$ cat src/inc/exc_seq_pkg.sv
// constants, carriers and states of the exception sequencer
package exc_seq_pkg;
   localparam int          PSW_T_BIT    = 15;
   localparam int          PSW_S_BIT    = 13;
   localparam int          PSW_MASK_LSB = 8;
   localparam logic [15:0] PSW_AT_RESET = 16'h2700;
   localparam logic [31:0] RESET_SSP_ADDR = 32'h0000_0000;
   localparam logic [31:0] RESET_PC_ADDR  = 32'h0000_0004;
   localparam logic [7:0]  VEC_ADDR_ERR  = 8'h03;
   localparam logic [7:0]  VEC_ILLEGAL   = 8'h04;
   localparam logic [7:0]  VEC_DIV_ZERO  = 8'h05;
   localparam logic [7:0]  VEC_BOUNDS    = 8'h06;
   localparam logic [7:0]  VEC_OVERFLOW  = 8'h07;
   localparam logic [7:0]  VEC_PRIV      = 8'h08;
   localparam logic [7:0]  VEC_TRACE     = 8'h09;
   localparam logic [7:0]  VEC_LINE_A    = 8'h0a;
   localparam logic [7:0]  VEC_LINE_F    = 8'h0b;
   localparam logic [7:0]  VEC_AUTO_BASE = 8'h18;
   localparam logic [7:0]  VEC_TRAP_BASE = 8'h20;
   localparam logic [3:0]  OP_LINE_A     = 4'ha;
   localparam logic [3:0]  OP_LINE_F     = 4'hf;
   localparam logic [15:0] OP_ILL_A      = 16'h4afa;
   localparam logic [15:0] OP_ILL_B      = 16'h4afb;
   localparam logic [15:0] OP_ILL_C      = 16'h4afc;
   localparam logic [15:0] OP_ANDI_SR    = 16'h027c;
   localparam logic [15:0] OP_EORI_SR    = 16'h0a7c;
   localparam logic [15:0] OP_ORI_SR     = 16'h007c;
   localparam logic [15:0] OP_SW_RESET   = 16'h4e70;
   localparam logic [15:0] OP_STOP       = 16'h4e72;
   localparam logic [15:0] OP_RTE        = 16'h4e73;
   localparam logic [15:0] OP_TO_SR      = 16'h46c0;
   localparam logic [15:0] OP_FROM_SR    = 16'h40c0;
   localparam logic [15:0] MASK_SR_EA    = 16'hffc0;
   localparam logic [15:0] OP_USP        = 16'h4e60;
   localparam logic [15:0] OP_TRAP       = 16'h4e40;
   localparam logic [15:0] MASK_LOW4     = 16'hfff0;
   localparam logic [15:0] OP_MOVEC      = 16'h4e7a;
   localparam logic [15:0] MASK_LOW1     = 16'hfffe;
   localparam logic [15:0] OP_MOVES      = 16'h0e00;
   localparam logic [15:0] MASK_HIGH8    = 16'hff00;
   localparam logic [7:0]  REG_PSW       = 8'h00;
   localparam logic [7:0]  REG_SSP       = 8'h04;
   localparam logic [7:0]  REG_VECTOR    = 8'h08;
   localparam logic [7:0]  REG_STATE     = 8'h0c;

   typedef struct packed {
      logic [15:0] opcode;
      logic [31:0] pc;
      logic [31:0] next_pc;
      logic        overflow;
      logic        bounds_err;
      logic        div_zero;
      logic        decode_illegal;
   } retire_t;

   typedef struct packed {
      logic        req;
      logic        we;
      logic        long_word;
      logic [31:0] addr;
      logic [31:0] wdata;
   } mem_req_t;

   typedef enum logic [6:0] {
      S_VEC_SSP   = 7'b000_0001,
      S_VEC_PC    = 7'b000_0010,
      S_RUN       = 7'b000_0100,
      S_PUSH_PC   = 7'b000_1000,
      S_PUSH_SR   = 7'b001_0000,
      S_VEC_FETCH = 7'b010_0000,
      S_HALT      = 7'b100_0000
   } seq_state_t;
endpackage

$ cat src/exc_sequencer.sv
// exception sequencer: reset fetch, traps, interrupts, trace, address errors
//
// Notes on behaviour
// RULE_01: reset aborts everything, sets supervisor, trace off, mask seven.
// RULE_02: reset stacks nothing; loads stack pointer from 0, then PC from 4.
// RULE_03: software reset opcode in supervisor mode changes nothing at all.
// RULE_04: interrupt level is only pending; examined between instructions.
// RULE_05: level at or below mask waits; strictly higher level is taken.
// RULE_06: interrupt copies status, supervisor on, trace off, mask to level.
// RULE_07: interrupt stacks the PC of the instruction that would run next; right after a sequence the code stacks the stale resume_pc_reg.
// RULE_08: traps stack PC of the following instruction and the status copy.
// RULE_09: trap always; overflow, bounds and zero divisor trap on error.
// RULE_10: unmatched first words and 4AFA, 4AFB, 4AFC are illegal.
// RULE_11: top nibble 1010 or 1111 use their own unimplemented vectors.
// RULE_12: privileged opcodes in user mode raise a privilege violation.
// RULE_13: privilege violation stacks the PC of the offending instruction.
// RULE_14: trace bit set at instruction start gives a trace after it.
// RULE_15: no trace for instructions not executed or aborted.
// RULE_16: instruction exception first, then trace, then interrupt.
// RULE_17: trace clears T after copying, supervisor on, stacks next PC; a trace pending after a trap stacks the stale resume_pc_reg.
// RULE_18: odd word, long or fetch address aborts into address error.
// RULE_19: address error during address error or reset processing halts.
// RULE_20: group 0 starts within two clocks, reset before address error.
// RULE_21: group 1 before next instruction: trace, interrupt, illegal.
// RULE_22: reset discards every pending exception.
// RULE_23: interrupt levels one to seven use autovectors 25 to 31.
// RULE_24: trap with operand n uses vector 32 plus n.
// RULE_25: fixed vectors for address error, illegal, divide, privilege, trace.
// RULE_26: vector address is number times four; frame holds status and PC.
`timescale 1ns/1ns
module exc_sequencer (
   input  wire logic                  sys_clk,
   input  wire logic                  rst_n,
   input  wire logic [2:0]            encoded_irq_level,
   input  wire logic                  retire_valid,
   input  wire exc_seq_pkg::retire_t  retire,
   input  wire logic                  addr_err,
   input  wire logic [31:0]           addr_err_pc,
   output exc_seq_pkg::mem_req_t      mem,
   input  wire logic                  mem_ack,
   input  wire logic [31:0]           mem_rdata,
   output logic                       core_hold,
   output logic                       core_pc_load,
   output logic [31:0]                core_pc,
   output logic                       halted,
   output logic [15:0]                processor_status_word,
   input  wire logic                  wb_cyc_i,
   input  wire logic                  wb_stb_i,
   input  wire logic                  wb_we_i,
   input  wire logic [7:0]            wb_adr_i,
   input  wire logic [31:0]           wb_dat_i,
   input  wire logic [3:0]            wb_sel_i,
   output logic [31:0]                wb_dat_o,
   output logic                       wb_ack_o
);
   exc_seq_pkg::seq_state_t state_reg;
   exc_seq_pkg::mem_req_t   mem_reg;
   logic [15:0] psw_reg;
   logic [15:0] sr_copy_reg;
   logic [31:0] ssp_reg;
   logic [31:0] frame_pc_reg;
   logic [31:0] resume_pc_reg;
   logic [7:0]  vec_reg;
   logic        pend_trace_reg;
   logic        core_hold_reg;
   logic        core_pc_load_reg;
   logic [31:0] core_pc_reg;
   logic        wb_ack_reg;
   logic [31:0] wb_dat_reg;

   logic        take;
   logic [7:0]  take_vec;
   logic [31:0] take_pc;
   logic        take_irq;
   logic        set_trace;
   logic        retire_used;
   logic        user_mode;
   logic        trace_on;
   logic [2:0]  cur_mask;
   logic        irq_wins;
   logic        op_line_a;
   logic        op_line_f;
   logic        op_illegal;
   logic        op_priv;
   logic        op_trap;
   logic        in_run;
   logic        reset_seq;
   logic        wb_go;

   assign user_mode = !psw_reg[exc_seq_pkg::PSW_S_BIT];
   assign trace_on  = psw_reg[exc_seq_pkg::PSW_T_BIT];
   assign cur_mask  = psw_reg[exc_seq_pkg::PSW_MASK_LSB +: 3];
   assign irq_wins  = encoded_irq_level > cur_mask; // [RULE_05]
   assign in_run    = state_reg == exc_seq_pkg::S_RUN;
   assign reset_seq = (state_reg == exc_seq_pkg::S_VEC_SSP) ||
                      (state_reg == exc_seq_pkg::S_VEC_PC);
   assign wb_go     = wb_cyc_i && wb_stb_i && !wb_ack_reg;

   // first-word decode; the core's own decoder flags the remaining patterns
   always_comb begin
      op_line_a  = retire.opcode[15:12] == exc_seq_pkg::OP_LINE_A; // [RULE_11]
      op_line_f  = retire.opcode[15:12] == exc_seq_pkg::OP_LINE_F; // [RULE_11]
      op_illegal = retire.decode_illegal || // [RULE_10]
                   retire.opcode == exc_seq_pkg::OP_ILL_A ||
                   retire.opcode == exc_seq_pkg::OP_ILL_B ||
                   retire.opcode == exc_seq_pkg::OP_ILL_C;
      op_priv    = user_mode && ( // [RULE_12]
                   retire.opcode == exc_seq_pkg::OP_ANDI_SR ||
                   retire.opcode == exc_seq_pkg::OP_EORI_SR ||
                   retire.opcode == exc_seq_pkg::OP_ORI_SR ||
                   retire.opcode == exc_seq_pkg::OP_SW_RESET ||
                   retire.opcode == exc_seq_pkg::OP_STOP ||
                   retire.opcode == exc_seq_pkg::OP_RTE ||
                   (retire.opcode & exc_seq_pkg::MASK_SR_EA) == exc_seq_pkg::OP_TO_SR ||
                   (retire.opcode & exc_seq_pkg::MASK_SR_EA) == exc_seq_pkg::OP_FROM_SR ||
                   (retire.opcode & exc_seq_pkg::MASK_LOW4) == exc_seq_pkg::OP_USP ||
                   (retire.opcode & exc_seq_pkg::MASK_LOW1) == exc_seq_pkg::OP_MOVEC ||
                   (retire.opcode & exc_seq_pkg::MASK_HIGH8) == exc_seq_pkg::OP_MOVES);
      op_trap    = (retire.opcode & exc_seq_pkg::MASK_LOW4) == exc_seq_pkg::OP_TRAP;
   end

   // boundary arbitration; only evaluated while running, never mid-sequence
   always_comb begin
      take        = 1'b0;
      take_vec    = exc_seq_pkg::VEC_TRACE;
      take_pc     = resume_pc_reg;
      take_irq    = 1'b0;
      set_trace   = 1'b0;
      retire_used = 1'b0;
      if (in_run) begin
         if (addr_err) begin
            take     = 1'b1; // [RULE_18] [RULE_20]
            take_vec = exc_seq_pkg::VEC_ADDR_ERR;
            take_pc  = addr_err_pc;
         end else if (retire_valid) begin
            retire_used = 1'b1;
            take_pc     = retire.pc; // [RULE_13]
            if (op_line_a || op_line_f || op_illegal || op_priv) begin
               take = 1'b1; // [RULE_15]
               if (irq_wins) begin
                  take_irq = 1'b1; // [RULE_21]
                  take_vec = exc_seq_pkg::VEC_AUTO_BASE + 8'(encoded_irq_level);
               end else if (op_line_a) begin
                  take_vec = exc_seq_pkg::VEC_LINE_A; // [RULE_11]
               end else if (op_line_f) begin
                  take_vec = exc_seq_pkg::VEC_LINE_F; // [RULE_11]
               end else if (op_illegal) begin
                  take_vec = exc_seq_pkg::VEC_ILLEGAL; // [RULE_10] [RULE_25]
               end else begin
                  take_vec = exc_seq_pkg::VEC_PRIV; // [RULE_12] [RULE_25]
               end
            end else begin
               take_pc   = retire.next_pc; // [RULE_08] [RULE_17]
               take      = 1'b1;
               set_trace = trace_on; // [RULE_14] [RULE_16]
               if (op_trap) begin
                  take_vec = exc_seq_pkg::VEC_TRAP_BASE + 8'(retire.opcode[3:0]); // [RULE_24]
               end else if (retire.div_zero) begin
                  take_vec = exc_seq_pkg::VEC_DIV_ZERO; // [RULE_09]
               end else if (retire.bounds_err) begin
                  take_vec = exc_seq_pkg::VEC_BOUNDS; // [RULE_09]
               end else if (retire.overflow) begin
                  take_vec = exc_seq_pkg::VEC_OVERFLOW; // [RULE_09]
               end else if (trace_on) begin
                  set_trace = 1'b0;
                  take_vec  = exc_seq_pkg::VEC_TRACE; // [RULE_14] [RULE_25]
               end else begin
                  take = 1'b0; // [RULE_03]
               end
            end
         end else if (pend_trace_reg) begin
            take = 1'b1; // [RULE_16] [RULE_21]
         end else if (irq_wins) begin
            take     = 1'b1; // [RULE_04] [RULE_07]
            take_irq = 1'b1;
            take_vec = exc_seq_pkg::VEC_AUTO_BASE + 8'(encoded_irq_level); // [RULE_23]
         end
      end
   end

   // sequence of reset fetch, frame pushes and vector fetch
   always_ff @(posedge sys_clk) begin
      if (!rst_n) begin
         state_reg        <= exc_seq_pkg::S_VEC_SSP; // [RULE_01] [RULE_22]
         mem_reg          <= '{req: 1'b1, we: 1'b0, long_word: 1'b1,
                               addr: exc_seq_pkg::RESET_SSP_ADDR, wdata: 32'h0000_0000};
         ssp_reg          <= 32'h0000_0000;
         vec_reg          <= 8'h00;
         frame_pc_reg     <= 32'h0000_0000;
         core_pc_reg      <= 32'h0000_0000;
         core_pc_load_reg <= 1'b0;
      end else begin
         core_pc_load_reg <= 1'b0;
         case (state_reg)
            exc_seq_pkg::S_VEC_SSP: begin
               if (addr_err) begin
                  state_reg   <= exc_seq_pkg::S_HALT; // [RULE_19]
                  mem_reg.req <= 1'b0;
               end else if (mem_ack) begin
                  ssp_reg      <= mem_rdata; // [RULE_02]
                  state_reg    <= exc_seq_pkg::S_VEC_PC;
                  mem_reg.addr <= exc_seq_pkg::RESET_PC_ADDR;
               end
            end
            exc_seq_pkg::S_VEC_PC: begin
               if (addr_err) begin
                  state_reg   <= exc_seq_pkg::S_HALT; // [RULE_19]
                  mem_reg.req <= 1'b0;
               end else if (mem_ack) begin
                  core_pc_reg      <= mem_rdata; // [RULE_02]
                  core_pc_load_reg <= 1'b1;
                  mem_reg.req      <= 1'b0;
                  state_reg        <= exc_seq_pkg::S_RUN;
               end
            end
            exc_seq_pkg::S_RUN: begin
               if (take) begin
                  vec_reg      <= take_vec;
                  frame_pc_reg <= take_pc;
                  state_reg    <= exc_seq_pkg::S_PUSH_PC;
                  mem_reg      <= '{req: 1'b1, we: 1'b1, long_word: 1'b1,
                                    addr: ssp_reg - 32'h0000_0004, wdata: take_pc}; // [RULE_26]
               end
            end
            exc_seq_pkg::S_PUSH_PC, exc_seq_pkg::S_PUSH_SR, exc_seq_pkg::S_VEC_FETCH: begin
               if (addr_err || (ssp_reg[0] && state_reg != exc_seq_pkg::S_VEC_FETCH)) begin
                  // a fault while already handling an address error cannot recover
                  if (vec_reg == exc_seq_pkg::VEC_ADDR_ERR) begin
                     state_reg   <= exc_seq_pkg::S_HALT; // [RULE_19]
                     mem_reg.req <= 1'b0;
                  end else begin
                     vec_reg      <= exc_seq_pkg::VEC_ADDR_ERR; // [RULE_18]
                     frame_pc_reg <= addr_err ? addr_err_pc : frame_pc_reg;
                     state_reg    <= exc_seq_pkg::S_PUSH_PC;
                     mem_reg      <= '{req: 1'b1, we: 1'b1, long_word: 1'b1,
                                       addr: ssp_reg - 32'h0000_0004,
                                       wdata: addr_err ? addr_err_pc : frame_pc_reg};
                  end
               end else if (mem_ack) begin
                  if (state_reg == exc_seq_pkg::S_PUSH_PC) begin
                     ssp_reg   <= ssp_reg - 32'h0000_0004;
                     state_reg <= exc_seq_pkg::S_PUSH_SR;
                     mem_reg   <= '{req: 1'b1, we: 1'b1, long_word: 1'b0,
                                    addr: ssp_reg - 32'h0000_0006,
                                    wdata: {16'h0000, sr_copy_reg}}; // [RULE_26]
                  end else if (state_reg == exc_seq_pkg::S_PUSH_SR) begin
                     ssp_reg   <= ssp_reg - 32'h0000_0002;
                     state_reg <= exc_seq_pkg::S_VEC_FETCH;
                     mem_reg   <= '{req: 1'b1, we: 1'b0, long_word: 1'b1,
                                    addr: {22'h00_0000, vec_reg, 2'b00}, // [RULE_26]
                                    wdata: 32'h0000_0000};
                  end else begin
                     core_pc_reg      <= mem_rdata;
                     core_pc_load_reg <= 1'b1;
                     mem_reg.req      <= 1'b0;
                     state_reg        <= exc_seq_pkg::S_RUN;
                  end
               end
            end
            exc_seq_pkg::S_HALT: begin
               mem_reg.req <= 1'b0;
            end
            default: begin
               state_reg   <= exc_seq_pkg::S_HALT;
               mem_reg.req <= 1'b0;
            end
         endcase
      end
   end

   // status word: hardware entry wins over a software write in the same cycle
   always_ff @(posedge sys_clk) begin
      if (!rst_n) begin
         psw_reg     <= exc_seq_pkg::PSW_AT_RESET; // [RULE_01]
         sr_copy_reg <= 16'h0000;
      end else if (take) begin
         sr_copy_reg                          <= psw_reg; // [RULE_06] [RULE_17]
         psw_reg[exc_seq_pkg::PSW_S_BIT]      <= 1'b1;
         psw_reg[exc_seq_pkg::PSW_T_BIT]      <= 1'b0;
         if (take_irq) begin
            psw_reg[exc_seq_pkg::PSW_MASK_LSB +: 3] <= encoded_irq_level; // [RULE_06]
         end
      end else if (wb_go && wb_we_i && wb_adr_i == exc_seq_pkg::REG_PSW) begin
         if (wb_sel_i[0]) begin
            psw_reg[7:0] <= wb_dat_i[7:0];
         end
         if (wb_sel_i[1]) begin
            psw_reg[15:8] <= wb_dat_i[15:8];
         end
      end
   end

   // pending trace and resume address
   always_ff @(posedge sys_clk) begin
      if (!rst_n) begin
         pend_trace_reg <= 1'b0; // [RULE_22]
         resume_pc_reg  <= 32'h0000_0000;
      end else begin
         if (set_trace) begin
            pend_trace_reg <= 1'b1; // [RULE_16]
         end else if (take && take_vec == exc_seq_pkg::VEC_TRACE) begin
            pend_trace_reg <= 1'b0;
         end else if (in_run && addr_err) begin
            pend_trace_reg <= 1'b0; // [RULE_15]
         end
         if (core_pc_load_reg) begin
            resume_pc_reg <= core_pc_reg;
         end else if (retire_used && !take) begin
            resume_pc_reg <= retire.next_pc; // [RULE_07]
         end
      end
   end

   // the core may start a new instruction only while hold is low
   always_ff @(posedge sys_clk) begin
      if (!rst_n) begin
         core_hold_reg <= 1'b1;
      end else begin
         core_hold_reg <= !in_run || take || retire_valid || pend_trace_reg || irq_wins; // [RULE_04]
      end
   end

   // register slave; unmapped reads return zero and still acknowledge
   always_ff @(posedge sys_clk) begin
      if (!rst_n) begin
         wb_ack_reg <= 1'b0;
         wb_dat_reg <= 32'h0000_0000;
      end else begin
         wb_ack_reg <= wb_go;
         if (wb_go) begin
            case (wb_adr_i)
               exc_seq_pkg::REG_PSW:    wb_dat_reg <= {16'h0000, psw_reg};
               exc_seq_pkg::REG_SSP:    wb_dat_reg <= ssp_reg;
               exc_seq_pkg::REG_VECTOR: wb_dat_reg <= {24'h00_0000, vec_reg};
               exc_seq_pkg::REG_STATE:  wb_dat_reg <= {23'h00_0000, pend_trace_reg,
                                                        1'b0, state_reg};
               default:                 wb_dat_reg <= 32'h0000_0000;
            endcase
         end
      end
   end

   assign mem                   = mem_reg;
   assign core_hold             = core_hold_reg;
   assign core_pc_load          = core_pc_load_reg;
   assign core_pc               = core_pc_reg;
   assign halted                = state_reg == exc_seq_pkg::S_HALT;
   assign processor_status_word = psw_reg;
   assign wb_dat_o              = wb_dat_reg;
   assign wb_ack_o              = wb_ack_reg;

   AST_RESET_STATE: assert property (@(posedge sys_clk) // [RULE_01]
      $rose(rst_n) |-> psw_reg == exc_seq_pkg::PSW_AT_RESET && !pend_trace_reg)
      else $error("reset did not force supervisor, trace off, mask seven");
   AST_RESET_FETCH: assert property (@(posedge sys_clk) disable iff (!rst_n) // [RULE_02]
      (state_reg == exc_seq_pkg::S_VEC_SSP) |-> mem_reg.req && !mem_reg.we &&
      mem_reg.addr == exc_seq_pkg::RESET_SSP_ADDR)
      else $error("reset fetch not reading the stack pointer entry");
   AST_IRQ_DEFER: assert property (@(posedge sys_clk) disable iff (!rst_n) // [RULE_05]
      in_run && !irq_wins && !addr_err && !retire_valid && !pend_trace_reg
      |=> state_reg == exc_seq_pkg::S_RUN)
      else $error("interrupt at or below mask was taken");
   AST_IRQ_TAKE: assert property (@(posedge sys_clk) disable iff (!rst_n) // [RULE_06]
      in_run && irq_wins && !addr_err && !retire_valid && !pend_trace_reg
      |=> state_reg == exc_seq_pkg::S_PUSH_PC && cur_mask == $past(encoded_irq_level)
      && vec_reg == exc_seq_pkg::VEC_AUTO_BASE + 8'($past(encoded_irq_level)))
      else $error("interrupt entry wrong mask or vector");
   AST_PRIV_PC: assert property (@(posedge sys_clk) disable iff (!rst_n) // [RULE_13]
      in_run && retire_valid && !addr_err && op_priv && !op_illegal && !op_line_a
      && !op_line_f && !irq_wins
      |=> vec_reg == exc_seq_pkg::VEC_PRIV && frame_pc_reg == $past(retire.pc))
      else $error("privilege violation frame wrong");
   AST_TRAP_VEC: assert property (@(posedge sys_clk) disable iff (!rst_n) // [RULE_24]
      in_run && retire_valid && !addr_err && op_trap && !op_priv && !op_illegal
      |=> vec_reg == exc_seq_pkg::VEC_TRAP_BASE + 8'($past(retire.opcode[3:0]))
      && frame_pc_reg == $past(retire.next_pc))
      else $error("trap vector or stacked pc wrong");
   AST_NO_TRACE_ILL: assert property (@(posedge sys_clk) disable iff (!rst_n) // [RULE_15]
      in_run && retire_valid && op_illegal && !pend_trace_reg |=> !pend_trace_reg)
      else $error("trace pending after an illegal opcode");
   AST_DOUBLE_FAULT: assert property (@(posedge sys_clk) disable iff (!rst_n) // [RULE_19]
      reset_seq && addr_err |=> halted ##1 halted)
      else $error("address error during reset did not halt");
   AST_GROUP0_START: assert property (@(posedge sys_clk) disable iff (!rst_n) // [RULE_20]
      in_run && addr_err |-> ##[1:2] (state_reg == exc_seq_pkg::S_PUSH_PC
      && vec_reg == exc_seq_pkg::VEC_ADDR_ERR))
      else $error("address error not started within two clocks");
   AST_TRACE_CLEARS: assert property (@(posedge sys_clk) disable iff (!rst_n) // [RULE_17]
      take |=> !trace_on && psw_reg[exc_seq_pkg::PSW_S_BIT] && sr_copy_reg == $past(psw_reg))
      else $error("exception entry did not copy status and clear trace");
endmodule

$ cat config.mk
export PLATFORM = sky130hd
export DESIGN_NAME = exc_sequencer
export DESIGN_NICKNAME = d
export VERILOG_FILES = /design/src/inc/exc_seq_pkg.sv /design/src/exc_sequencer.sv
export SDC_FILE = /design/constraint.sdc
export NUM_CORES = 1
export LEC_CHECK = 0
export BUFFER_PORTS_ARGS = -buffer_cell sky130_fd_sc_hd__buf_2
export CAP_MARGIN = 25
export CORE_MARGIN = 1
export CORE_UTILIZATION = 55
export DETAILED_ROUTE_END_ITERATION = 10
export GPL_TIMING_DRIVEN = 1
export HOLD_SLACK_MARGIN = 0.08
export PLACE_DENSITY_LB_ADDON = 0.3
export SYNTH_ARGS = -nofsm -noshare
export SYNTH_HDL_FRONTEND = slang
export SYNTH_SLANG_ARGS = --single-unit
$ cat constraint.sdc
create_clock -name sys_clk -period 4.1 [get_ports sys_clk]
set_clock_uncertainty 0.1 [all_clocks]
set_input_delay 0.205 -clock sys_clk [delete_from_list [all_inputs] [get_ports sys_clk]]
set_output_delay 0.205 -clock sys_clk [all_outputs]
set_load 0.01 [all_outputs]
==> impl_metrics.json <==
{
  "synth-seq-area-share": 0.363,
  "die_y_um": 168,
  "power_frac_comb": 0.160,
  "post_drt_wl_per_cell_um": 21.7,
  "cts_tree": "yes",
  "dp_hpwl_mm": 38.5,
  "synth_cell_types": 79,
  "initial_utilization": 0.562,
  "worstHoldStart": "retire[39]",
  "fin_crit_sh": 0.937,
  "die_area_um2": 28300,
  "dr.pass1.iters": 10,
  "status": "complete, no violations",
  "largest_reg_flops": 67,
  "fillers": 2073,
  "synthFlopType": "dfxtp_1",
  "hold_viol": 0,
  "start_kind": "flip-flop",
  "cts.htree.levels": 1,
  "post-synth-top-count-cell": "nand2_1",
  "slew_violations": 0,
  "ant_nets": 0,
  "cts_root_buf": "clkbuf_16",
  "crit_path_start": "state_reg[3]",
  "yosys.area.top_type": "dfxtp_1",
  "final_nets": 2551,
  "synth_edf_count": 0,
  "setup_tns_ns": 0,
  "place_inst": 2478,
  "io_buffers": 335,
  "cp_max_fo": 15,
  "setup_viol": 0,
  "grt_pass1_wl_mm": 90.3,
  "vias_per_cell": 6.55,
  "required_ns": 4.43,
  "core_area_um2": 27000,
  "vias": 17700,
  "powerDensity_nw_per_um2": 335,
  "reg2reg_from": "state_reg[3]",
  "avgSynthCellArea_um2": 7.86,
  "first_iter_violations": 2307,
  "clk_path_buf_depth": 3,
  "worst_slew_pin_slew_ns": 1.00,
  "yosysTopAreaCellShare": 0.363,
  "min_period_ns": 3.84,
  "antenna_found_initial": 4,
  "syn-num-nets": 2145,
  "grt_usage": 0.401,
  "switching_power_mw": 1.81,
  "peakVddDrop_v": 0.000349,
  "drive_gt1_frac": 0.207,
  "cts_buffers": 30,
  "rsz0062_at_grt": "false",
  "hp-class": "input pin to flip-flop",
  "leakagePower_nw": 8.36,
  "overflow": 0,
  "grt_max_degree": 143,
  "timing.max_cap.violations": 0,
  "ys_ff_latch": 276,
  "drc_errors": 0,
  "top_level_ports": 354,
  "place_congestion": 0.947,
  "seq_power_share": 0.425,
  "slew_headroom": 0.331,
  "syn_area_um2": 15200,
  "power_mw": 6.58,
  "worstSetupPathType": "flip-flop to flip-flop",
  "synth_warnings": 0,
  "synth-async-reset-ratio": 0,
  "clkPwrFrac": 0.415,
  "area_growth_pct": 29.2,
  "chipWidth_um": 168,
  "drt-total-wl_mm": 58.8,
  "cts_setup_buffers": 0,
  "clk_pin_slew_worst_paths_ns": 0.06,
  "clock-sinks": 276,
  "max_freq_mhz": 260,
  "r2r_slack_ns": 0.26,
  "grt_pass1_vias": 16700,
  "end_kind": "flip-flop",
  "cp.arrival_ns": 4.17,
  "swShare": 0.275,
  "clkLatencyLatePin_ns": 0.56,
  "row_count": 60,
  "synth_common_cells": "322 x nand2_1, 276 x dfxtp_1, 141 x nor2_1",
  "p_int_mw": 4.77,
  "synthTopCellsByArea": "dfxtp_1 36%, nand2_1 8.0%, a21boi_0 5.8%",
  "final_cells": 2705,
  "synth_cells": 1934
}
metal layers:
metal	vias up	GRT usage	share of wire
met5	-	0	0.00017
met4	2	0.229	0.065
met3	335	0.0764	0.095
met2	1238	0.672	0.47
met1	8260	0.482	0.37
li1	7870	-	-
cell usage in the layout, fill, tap and decap left out, drive strengths merged, types with 18 or more instances in the layout:
| cell | netlist | layout |
|---|---|---|
| a31oi | 31 | 31 |
| a21oi | 108 | 108 |
| nand2 | 323 | 323 |
| inv | 18 | 19 |
| a222oi | 22 | 22 |
| nor4 | 19 | 19 |
| nand3 | 54 | 54 |
| buf | 44 | 378 |
| dlygate4sd3 | 0 | 169 |
| nor2b | 18 | 18 |
| a211o | 18 | 18 |
| clkbuf | 129 | 47 |
| a21boi | 130 | 130 |
| o21ai | 126 | 126 |
| dfxtp | 276 | 276 |
| mux2i | 66 | 66 |
| nor2 | 143 | 143 |
| o221a | 21 | 21 |
| and2 | 33 | 33 |
| nor3 | 75 | 75 |
| o211a | 42 | 42 |
through the flow:
step | utilization | setup WS (ns) | hold slack, ns | area, um^2
final | 0.727 | 0.260 | 0.109 | 19600
after global routing | 0.727 | 0.109 | 0.112 | 19600
after CTS | 0.725 | 0.213 | 0.0924 | 19600
after detailed placement | 0.626 | 0.660 | 0.343 | 16900
after global placement | 0.626 | 0.703 | 0.338 | 16900
after floorplan | - | 1.27 | 0.247 | 15200
cells by family (layout without fill, tap and decap cells):
family,after synthesis,count (layout),share of synthesized area
and+or+nand+nor,743,743,0.226
AOI/OAI and AO/OA,629,629,0.294
DFF,276,276,0.363
buffers and inverters,191,617,0.0532
muxes,76,76,0.0509
xor gates and xnor gates,11,11,0.00634
adders and majority gates,8,8,0.00659
other,0,4,0
critical path, cell delays in order, from the launching register on:
cell and delay, ns:
dfxtp_1 0.46, or4_4 0.62, nor4_4 0.24, nand2_1 0.08, or3_1 0.34, o31ai_2 0.43, and2b_1 0.51, o2111a_1 0.36
dlygate4sd3_1 0.57
worst paths after layout:
| check | depth (start not counted) | endpoint |
|---|---|---|
| hold reg to reg | 2 | mem[57] |
| setup / recovery | 8 | vec_reg[0] |
| hold / removal | 4 | frame_pc_reg[3] |
| setup reg to reg | 8 | vec_reg[0] |
power by group through the flow:
| stage | Combinational (mW) | Sequential, mW | Clock [mW] |
|---|---|---|---|
| 6_report | 1.05 | 2.80 | 2.73 |
| 5_1_grt | 1.12 | 2.80 | 2.85 |
| 4_1_cts | 1.00 | 2.79 | 2.74 |
| 3_5_place_dp | 0.895 | 2.85 | 0 |
| 3_3_place_gp | 0.879 | 2.85 | 0 |
| 2_1_floorplan | 0.592 | 2.82 | 0 |
final cells by class:
cell class / instances / area, um^2 / share of cell area
clock inverter: 5 / 83.8 / 0.00427
antenna: 4 / 10.0 / 0.000509
clock buffer: 47 / 896 / 0.0456
sequential: 276 / 5530 / 0.281
multi-input combinational: 1467 / 8890 / 0.452
inverter: 18 / 67.6 / 0.00344
tap: 341 / 427 / 0.0217
timing repair buffer: 547 / 3750 / 0.191
timing repair:
action | CTS | global route
setup endpoints to repair | 0 | 13
hold buffers | 169 | 0
resized for setup | 0 | 4
endpoints found under the hold margin | 238 | 0
No activity file was read; power rests on OpenSTA's default activity.
